===== src/link_pkg.sv =====
// Purpose: Shared constants for the supply-line programming link.
// Assumes: One 250 MHz clock at both ends; bit time set by a cycle count.
// Notes:   Telegram is a fixed 16-bit frame: 4-bit command, 12-bit data.
package link_pkg;
  // Bit period in nanoseconds; the cycle counts derive from it.
  localparam int BIT_TIME_NS   = 400;
  localparam int CLK_PERIOD_NS = 4;
  localparam int BIT_CYC       = BIT_TIME_NS / CLK_PERIOD_NS;
  localparam int HALF_CYC      = BIT_CYC / 2;
  // A bit boundary is accepted in a window of three quarters to 3/2 period.
  localparam int EDGE_MIN_CYC  = (BIT_CYC * 3) / 4;
  localparam int EDGE_MAX_CYC  = (BIT_CYC * 3) / 2;
  // Long sync pulse: supply held high this many bit periods.
  localparam int SYNC_BITS     = 4;
  localparam int SYNC_CYC      = SYNC_BITS * BIT_CYC;
  localparam int CNT_W         = 12;
  localparam int FRAME_BITS    = 16;
  localparam int CMD_W         = 4;
  localparam int DATA_W        = 12;
  localparam int MEM_DEPTH     = 16;
  localparam int ADDR_W        = 4;
  localparam logic [CNT_W-1:0]  CNT_ZERO  = 12'h000;
  localparam logic [CNT_W-1:0]  CNT_ONE   = 12'h001;
  localparam logic [4:0]        BITS_ZERO = 5'h00;
  localparam logic [DATA_W-1:0] DATA_ZERO = 12'h000;
  // Commands in the top nibble of a request.
  localparam logic [CMD_W-1:0] CMD_READ   = 4'h1;
  localparam logic [CMD_W-1:0] CMD_WRITE  = 4'h2;
  localparam logic [CMD_W-1:0] CMD_STORE  = 4'h3;
  localparam logic [CMD_W-1:0] CMD_LOCK   = 4'h4;
  localparam logic [CMD_W-1:0] CMD_STATUS = 4'h5;
  localparam logic [CMD_W-1:0] CMD_ANGLE  = 4'h6;
  // Reply commands.
  localparam logic [CMD_W-1:0] RSP_DATA   = 4'ha;
  localparam logic [CMD_W-1:0] RSP_ACK    = 4'hb;
  localparam logic [CMD_W-1:0] RSP_ERR    = 4'hc;
  // Error codes carried in a RSP_ERR reply.
  localparam logic [DATA_W-1:0] ERR_LOCKED = 12'h001;
  localparam logic [DATA_W-1:0] ERR_CMD    = 12'h002;
endpackage


===== src/supply_link_if.sv =====
`timescale 1ns/1ps
// Purpose: Carrier between programming host and sensor end.
// Assumes: Supply voltage and current modulation abstracted to logic levels.
// Notes:   sup_hi is the voltage level, cur_hi the current modulation.
interface supply_link_if;
  logic sup_hi;
  logic cur_hi;
  modport host   (output sup_hi, input cur_hi);
  modport sensor (input sup_hi, output cur_hi);
endinterface


===== src/sensor_prog_end.sv =====
`timescale 1ns/1ps
// Purpose: Sensor end of the supply-line programming link.
// Assumes: Host keeps its own sync, telegram and reply-timeout duties.
// Notes:   Both directions use the same bi-phase mark line code.
module sensor_prog_end
  import link_pkg::*;
(
  input  wire logic                       mclk,
  input  wire logic                       rst_n,
  supply_link_if.sensor                   link,
  input  wire logic [link_pkg::DATA_W-1:0] angle_in,
  output logic                            prog_mode,
  output logic                            cfg_frozen
);
  import link_pkg::*;

  typedef enum logic [2:0] {APP, SYNC, RX, EXEC, TX} state_e;

  state_e                 state_r;
  logic                   line_r;
  logic [CNT_W-1:0]       cnt_r;
  logic                   half_seen_r;
  logic [4:0]             bits_r;
  logic [FRAME_BITS-1:0]  sh_r;
  logic [DATA_W-1:0]      mem_r [MEM_DEPTH];
  logic [DATA_W-1:0]      shadow_r [MEM_DEPTH];
  logic [FRAME_BITS-1:0]  tx_r;
  logic                   tx_lvl_r;
  logic                   edge_w;
  logic [CMD_W-1:0]       cmd_w;
  logic [ADDR_W-1:0]      addr_w;
  logic [DATA_W-1:0]      arg_w;

  assign edge_w = link.sup_hi ^ line_r;
  assign cmd_w  = sh_r[FRAME_BITS-1 -: CMD_W];
  assign addr_w = sh_r[ADDR_W-1:0];
  assign arg_w  = sh_r[DATA_W-1:0];

  always_ff @(posedge mclk or negedge rst_n) begin
    if (!rst_n) begin
      line_r <= 1'b0;
    end else begin
      line_r <= link.sup_hi;
    end
  end

  // ==========================================================
  // Receive, execute and reply sequencing.
  // ==========================================================
  always_ff @(posedge mclk or negedge rst_n) begin
    if (!rst_n) begin
      state_r     <= APP;
      cnt_r       <= CNT_ZERO;
      half_seen_r <= 1'b0;
      bits_r      <= BITS_ZERO;
      sh_r        <= '0;
      tx_r        <= '0;
    end else begin
      unique case (state_r)
        APP: begin
          // Only a long high level on the supply leaves application mode.
          if (link.sup_hi) begin
            cnt_r <= cnt_r + CNT_ONE;
            if (cnt_r >= CNT_W'(SYNC_CYC)) begin
              state_r <= SYNC;
            end
          end else begin
            cnt_r <= CNT_ZERO;
          end
        end
        SYNC: begin
          // Falling end of the sync pulse starts the first bit.
          if (edge_w) begin
            state_r     <= RX;
            cnt_r       <= CNT_ZERO;
            half_seen_r <= 1'b0;
            bits_r      <= BITS_ZERO;
          end
        end
        RX: begin
          cnt_r <= cnt_r + CNT_ONE;
          if (edge_w) begin
            if (cnt_r < CNT_W'(EDGE_MIN_CYC)) begin
              half_seen_r <= 1'b1;
            end else begin
              // Boundary edge closes the bit; a mid edge makes it a one.
              sh_r        <= {sh_r[FRAME_BITS-2:0], half_seen_r};
              half_seen_r <= 1'b0;
              cnt_r       <= CNT_ZERO;
              bits_r      <= bits_r + 5'h01;
              if (bits_r == 5'(FRAME_BITS - 1)) begin
                state_r <= EXEC;
              end
            end
          end else if (cnt_r > CNT_W'(EDGE_MAX_CYC)) begin
            // A lost boundary drops the telegram and waits for the next one.
            state_r     <= SYNC;
            bits_r      <= BITS_ZERO;
            half_seen_r <= 1'b0;
          end
        end
        EXEC: begin
          unique case (cmd_w)
            CMD_READ:   tx_r <= {RSP_DATA, mem_r[addr_w]};
            CMD_WRITE:  tx_r <= cfg_frozen ? {RSP_ERR, ERR_LOCKED} : {RSP_ACK, arg_w};
            CMD_STORE:  tx_r <= cfg_frozen ? {RSP_ERR, ERR_LOCKED} : {RSP_ACK, arg_w};
            CMD_LOCK:   tx_r <= {RSP_ACK, arg_w};
            CMD_STATUS: tx_r <= {RSP_DATA, DATA_W'(cfg_frozen)};
            CMD_ANGLE:  tx_r <= {RSP_DATA, angle_in};
            default:    tx_r <= {RSP_ERR, ERR_CMD};
          endcase
          state_r <= TX;
          cnt_r   <= CNT_ZERO;
          bits_r  <= BITS_ZERO;
        end
        TX: begin
          cnt_r <= cnt_r + CNT_ONE;
          if (cnt_r == CNT_W'(BIT_CYC - 1)) begin
            cnt_r  <= CNT_ZERO;
            tx_r   <= {tx_r[FRAME_BITS-2:0], 1'b0};
            bits_r <= bits_r + 5'h01;
            if (bits_r == 5'(FRAME_BITS - 1)) begin
              state_r <= SYNC;
              bits_r  <= BITS_ZERO;
            end
          end
        end
      endcase
    end
  end

  // ==========================================================
  // Reply line coding on the supply current.
  // ==========================================================
  always_ff @(posedge mclk or negedge rst_n) begin
    if (!rst_n) begin
      tx_lvl_r <= 1'b0;
    end else if (state_r == TX) begin
      if (cnt_r == CNT_W'(BIT_CYC - 1)) begin
        tx_lvl_r <= ~tx_lvl_r;
      end else if (cnt_r == CNT_W'(HALF_CYC - 1) && tx_r[FRAME_BITS-1]) begin
        tx_lvl_r <= ~tx_lvl_r;
      end
    end else if (state_r == APP) begin
      // The level is held between replies: forcing it low after a reply with an odd
      // count of ones would put a stray one-cycle edge on the current line.
      tx_lvl_r <= 1'b0;
    end
  end

  // ==========================================================
  // Configuration memory, non-volatile shadow and freeze bit.
  // ==========================================================
  always_ff @(posedge mclk or negedge rst_n) begin
    if (!rst_n) begin
      for (int i = 0; i < MEM_DEPTH; i++) begin
        mem_r[i]    <= DATA_ZERO;
        shadow_r[i] <= DATA_ZERO;
      end
    end else if (state_r == EXEC && !cfg_frozen) begin
      if (cmd_w == CMD_WRITE) begin
        mem_r[sh_r[DATA_W-1 -: ADDR_W]] <= {4'h0, sh_r[7:0]};
      end else if (cmd_w == CMD_STORE) begin
        for (int i = 0; i < MEM_DEPTH; i++) begin
          shadow_r[i] <= mem_r[i];
        end
      end
    end
  end

  always_ff @(posedge mclk or negedge rst_n) begin
    if (!rst_n) begin
      cfg_frozen <= 1'b0;
    end else if (state_r == EXEC && cmd_w == CMD_LOCK) begin
      cfg_frozen <= 1'b1;
    end
  end

  always_ff @(posedge mclk or negedge rst_n) begin
    if (!rst_n) begin
      prog_mode   <= 1'b0;
      link.cur_hi <= 1'b0;
    end else begin
      prog_mode   <= (state_r != APP);
      link.cur_hi <= tx_lvl_r;
    end
  end
endmodule


===== src/flat_wrapper.sv =====
// flat-port wrapper written by rule: the top's interface ports become plain ports
module sensor_prog_end_flat import link_pkg::*;
  (mclk, rst_n, angle_in, prog_mode, cfg_frozen, link_sup_hi, link_cur_hi);
  supply_link_if link_i ();
  input  wire logic mclk;
  input  wire logic rst_n;
  input  wire logic [link_pkg::DATA_W-1:0] angle_in;
  output logic prog_mode;
  output logic cfg_frozen;
  input wire logic [$bits(link_i.sup_hi)-1:0] link_sup_hi;
  output wire logic [$bits(link_i.cur_hi)-1:0] link_cur_hi;
  assign link_i.sup_hi = link_sup_hi;
  assign link_cur_hi = link_i.cur_hi;
  sensor_prog_end u_core (.mclk(mclk), .rst_n(rst_n), .link(link_i), .angle_in(angle_in), .prog_mode(prog_mode), .cfg_frozen(cfg_frozen));
endmodule

===== config.mk =====
export PLATFORM = sky130hd
export DESIGN_NAME = sensor_prog_end_flat
export DESIGN_NICKNAME = d
export VERILOG_FILES = /design/src/link_pkg.sv /design/src/supply_link_if.sv /design/src/sensor_prog_end.sv /design/src/flat_wrapper.sv
export SDC_FILE = /design/constraint.sdc
export NUM_CORES = 1
export LEC_CHECK = 0
export BUFFER_PORTS_ARGS = -buffer_cell sky130_fd_sc_hd__buf_2
export CAP_MARGIN = 20
export CORE_MARGIN = 5
export CORE_UTILIZATION = 57
export DETAILED_ROUTE_END_ITERATION = 8
export GPL_ROUTABILITY_DRIVEN = 0
export PLACE_DENSITY_LB_ADDON = 0.25
export SYNTH_ARGS = -nofsm -noshare
export SYNTH_HDL_FRONTEND = slang
export SYNTH_SLANG_ARGS = --single-unit

===== constraint.sdc =====
create_clock -name mclk -period 3 [get_ports mclk]
set_clock_uncertainty 0.2 [all_clocks]
set_input_delay 0.3 -clock mclk [delete_from_list [all_inputs] [get_ports mclk]]
set_output_delay 0.3 -clock mclk [all_outputs]
set_load 0.05 [all_outputs]

# Yosys cells after proc, flatten, opt, wreduce, memory -nomap -nowiden
# Cells that the tools add are included.
[word_totals]
reg_bits = 250
inputBits = 15
output_inout_bits = 3
word_cells = 123
[op_classes]
n_addsub = 2
order_cmp = 6
n_eq_ne = 22
muxes = 42
bitwise_logic = 5
reduce_logical = 19
[ops]
columns = ["operator", "n"]
rows = [
  ["$bwmux 192", 1],
  ["$mux 12", 8],
  ["$pmux 16 s5", 1],
  ["$pmux 12 s5", 1],
  ["$bmux 12 s4", 1],
  ["$demux 12 s4", 1],
  ["$pmux 16 s2", 1],
  ["$mux 5", 6],
  ["$mux 3", 9],
  ["$pmux 5 s4", 1],
  ["$mux 16", 1],
  ["$mux 15", 1],
  ["$pmux 3 s5", 1],
  ["$add 12x1->12 const B", 1],
  ["$eq 12x6->1 const B", 1],
  ["$eq 12x7->1 const B", 1],
  ["$eq 4x3->1 const B", 3],
  ["$ge 12x9->1 const B", 1],
  ["$gt 12x8->1 const B", 1],
  ["$lt 12x7->1 const B", 1],
  ["$ge 5x5->1 const B", 2],
  ["$not 4->5", 2],
  ["$eq 4x2->1 const B", 2],
  ["$mux 1", 8],
  ["26 further kinds", 40],
]

# Logic depth before layout (Yosys ltp)
[depth]
depth_word = 6
ltp_mapped = 8
mapped_depth_nobuf = 8

# Least setup slack after synthesis
# No wires, ideal clock.
[synth_path]
path_kind = "register to register"
from = "reg u_core.cfg_frozen"
to = "reg u_core.mem_r[156] in the netlist's numbering"
arrival_time_ps = 2206
required_ps = 2675
path_slack_ps = 469
path_stages_with_launch = 7
path_buffers = 1
period_less_slack_ps = 2531
path_cell_list = "dfrtp_1 > or3b_4 > nor4_4 > nand3b_2 > or3_1 > buf_6 > mux2_4"
[synth_between]
elab_chain_cells = 3
[synth_rtl]
columns = ["element", "line_no", "rtl"]
rows = [
  ["start: declaration", "sensor_prog_end.sv:13", "output logic cfg_frozen"],
  ["start signal: assignment", "sensor_prog_end.sv:173", "cfg_frozen <= 1'b0;"],
  ["start signal: assignment", "sensor_prog_end.sv:175", "cfg_frozen <= 1'b1;"],
  ["$logic_not 1->1", "sensor_prog_end.sv:160", "end else if (state_r == EXEC && !cfg_frozen) begin"],
  ["$logic_and 1x1->1", "sensor_prog_end.sv:160", ""],
  ["$reduce_and 2->1 (no source line)", "-", ""],
  ["end signal: indexed assignment", "sensor_prog_end.sv:162", "mem_r[sh_r[DATA_W-1 -: ADDR_W]] <= {4'h0, sh_r[7:0]};"],
  ["end: declaration", "sensor_prog_end.sv:25", "logic [DATA_W-1:0] mem_r [MEM_DEPTH];"],
]
# No other way between the ends.
# A chain may end at the register's enable or synchronous reset.

# Worst setup path in the final report
[layout_path]
from = "reg u_core.cnt_r[8]"
to = "reg u_core.bits_r[0]"
[layout_between]
elab_chain_cells = 3
[layout_rtl]
columns = ["element", "line_no", "rtl"]
rows = [
  ["start: declaration", "sensor_prog_end.sv:21", "logic [CNT_W-1:0] cnt_r;"],
  ["start signal: assignment", "sensor_prog_end.sv:63", "cnt_r <= cnt_r + CNT_ONE;"],
  ["start signal: assignment", "sensor_prog_end.sv:81", "cnt_r <= cnt_r + CNT_ONE;"],
  ["start signal: assignment", "sensor_prog_end.sv:117", "cnt_r <= cnt_r + CNT_ONE;"],
  ["$lt 12x7->1, or another cell as far along", "sensor_prog_end.sv:83", "if (cnt_r < CNT_W'(EDGE_MIN_CYC)) begin"],
  ["$ne 3x3->1 (no source line), or another cell as far along", "-", ""],
  ["$reduce_and 5->1 (no source line) (*)", "-", ""],
  ["end signal: assignment", "sensor_prog_end.sv:90", "bits_r <= bits_r + 5'h01;"],
  ["end signal: assignment", "sensor_prog_end.sv:121", "bits_r <= bits_r + 5'h01;"],
  ["end: declaration", "sensor_prog_end.sv:23", "logic [4:0] bits_r;"],
]
# Mark *: on every way between the ends. The rest lies on a longest branch, timed or not.

==> impl_metrics.csv <==
group,metric,value,unit
final_layout,multi_input_area,4320,um^2
synth,synth_top_area_share,50.4,%
synth,syn_area_per_cell,12.5,um^2
synth,yosys.cell_types.count,71,
timing,final.setup.tns,0,ns
synth,synth.area.mux_share,26.3,%
place,dpl_cell_area,9610,um^2
cts,root_buffer,"clkbuf_16",
power_and_ir_drop,p_leak,4.72,nW
global_routing,grtUsageTotal,24.3,%
timing,worstMarginPinSlew,0.767,ns
power_and_ir_drop,power.total,5.89,mW
die,core,15900,um^2
cts,cts_setup_buffers,0,
detailed_routing,drt_first_pass_iters,5,
setup_path,critical_path_arrival,2.81,ns
die,ios,18,
job,maxCapViolCount,0,
detailed_routing,wl_per_cell,21.7,um
detailed_routing,detail_route.iter0.violations,452,
cts,cts.path.max_buffers,2,
setup_path,setup.worst_path.start,"u_core.cnt_r[8]$_DFFE_PN0N_",
cts,htreeDepth,4,
timing,period_minus_slack,2.69,ns
die,die-area,18800,um^2
timing,hold_viol_final,0,
setup_path,r2r_slack,0.31,ns
final_layout,finish.utilization,64.5,%
synth,synth_xor_area_share,0.949,%
synth,synth_area_leaders,"dfrtp_1 (50%), mux2_2 (18%), mux4_2 (6.1%)",
synth,seq_area_frac_synth,50.4,%
cts,clk-insertion-delay-late,0.44,ns
synth,synth_area_leader_cell,"dfrtp_1",
power_and_ir_drop,ir_drop,0.000446,V
power_and_ir_drop,power_density,575,nW/um^2
setup_path,path_class,"reg2reg",
timing,max_freq,372,MHz
worst_hold_path,hold_class,"in2reg",
cts,cts_inserted_buffers,17,
detailed_routing,drc,0,
setup_path,rr_startpoint,"u_core.cnt_r[8]$_DFFE_PN0N_",
die,die_w,137,um
cts,cts_tree,"done",
timing,slew_violations,0,
cts,holdBufCountCts,2,
setup_path,critPathLaunchType,"register",
run_status,status,"completed",
place,dp_hpwl,14200,um
final_layout,drive_gt1_share,36.5,%
synth,ys_ff_latch,186,
place,portBuffers,17,
synth,syn_area,9230,um^2
synth,synth_compound_area_share,8.01,%
setup_path,worstPathRequired,3.12,ns
synth,yosysWarningCount,0,
timing,timing.final.crit_share,89.7,%
global_routing,grt_max_degree,74,
synth,synth_nets,758,
synth,synth-async-reset-ratio,100,%
cts,cts_num_sinks,186,
synth,synth-simple-area-share,10.8,%
global_routing,grt_pass1_vias,6353,
synth,yosysMostFrequentCell,"dfrtp_1",
synth,synth_flop_cell,"dfrtp_1",
cts,clk_pin_slew,0.07,ns
worst_hold_path,holdCritStartpoint,"angle_in[10]",
detailed_routing,vias,6212,
timing,grt_setup_unrepaired,"false",
detailed_routing,vias_per_cell,6.36,
detailed_routing,ant_nets,0,
synth,postSynthCellCount,737,
final_layout,diodes,0,
final_layout,num-nets-final,769,
synth,synthAdderAreaFrac,0.813,%
final_layout,fill_cells,1178,
timing,setup_viol,0,
setup_path,endpoint_kind,"register",
final_layout,fin_area,10200,um^2
cts,cts-resized-gates,0,
timing,whs,0.0729,ns
global_routing,grt_pass1_wl,35000,um
synth,synth_edf_count,0,
timing,slew_headroom,48.6,%
setup_path,crit_fanout,10,
synth,ys_top_cells_by_count,"dfrtp_1 (186), mux2_2 (144), nand2_1 (45)",
synth,synth_top_family_by_area,"multiplexers",
die,start_util,58.1,%
final_layout,ff_latch_area,4660,um^2
die,fp.dieH,137,um
global_routing,antenna_found_initial,0,
final_layout,syn2layout_area_growth,11.0,%
global_routing,overflow,0,
detailed_routing,drt-total-wl,21200,um
die,placementRows,46,
[per-layer routing]
metal / vias up / routed length, um / GRT usage, %
met3: 42 / 1160 / 5.37
met2: 207 / 9860 / 36.0
met5: - / 0 / 0
met4: 0 / 535 / 9.04
li1: 2747 / - / -
met1: 3216 / 9610 / 35.5
[registers in the layout (all words and copies together) (netlist names)]
signal              cells
u_core.mem_r          128
u_core.sh_r            16
u_core.tx_r            16
u_core.cnt_r           12
u_core.bits_r           5
u_core.state_r          3
u_core.cfg_frozen       1
u_core.half_seen_r      1
u_core.line_r           1
u_core.link.cur_hi      1
u_core.prog_mode        1
u_core.tx_lvl_r         1
[worst max-delay path, cell delays in order, from the launching register on]
cell	delay, ns
dfrtp_1	0.44
nor4_1	0.56
and4_1	0.52
nor2_1	0.18
nor3_1	0.30
mux2_2	0.38
[cells by family after synthesis]
family,count (synthesis)
AO/OA/AOI/OAI,112
XOR/XNOR,10
adder cells (fa/ha/maj),6
buffers and inverters,63
flip-flops,186
multiplexers,189
AND/OR/NAND/NOR,171
[power breakdown]
group	total [mW]	switching, mW	leakage [nW]	internal, mW
clock	2.35	1.02	0.299	1.33
sequential	2.71	0.0918	2.56	2.62
combinational	0.826	0.540	1.86	0.287
[per-stage QoR]
stage / cells / setup WS, ns
after detailed placement: 943 / 0.338
final: 977 / 0.309
after CTS: 977 / 0.340
after global routing: 977 / 0.0974
after floorplan: 737 / 0.469
after global placement: 942 / 0.429
[cell type report]
cell class	count	area share, %
Clock inverter	15	1.82
Inverter	9	0.330
Tap cell	216	2.64
Timing Repair Buffer	46	3.43
Sequential cell	186	45.5
Multi-Input combinational cell	488	42.2
Clock buffer	17	4.15
[worst paths after layout]
path                                                 end  cells past startpoint
max                         u_core.bits_r[0]$_DFFE_PN0P_                      5
min                          u_core.tx_r[10]$_DFFE_PN0P_                      4
max reg2reg                 u_core.bits_r[0]$_DFFE_PN0P_                      5
min reg2reg                 u_core.link.cur_hi$_DFF_PN0_                      0
max in group asynchronous  u_core.mem_r[139]$_DFFE_PN0P_                      3
min in group asynchronous  u_core.mem_r[134]$_DFFE_PN0P_                      2
[layout by cell type (no fill, tap or decap), drive strengths merged, types with 17 or more instances in the layout]
cell type	Yosys	routed
dfrtp	186	186
mux2	152	152
nand2	45	45
buf	14	44
nor2	31	31
a21oi	25	25
mux4	25	25
o21ai	22	22
clkbuf	40	17
nand3	17	17
Note: power is estimated with default switching activity, not from simulation.
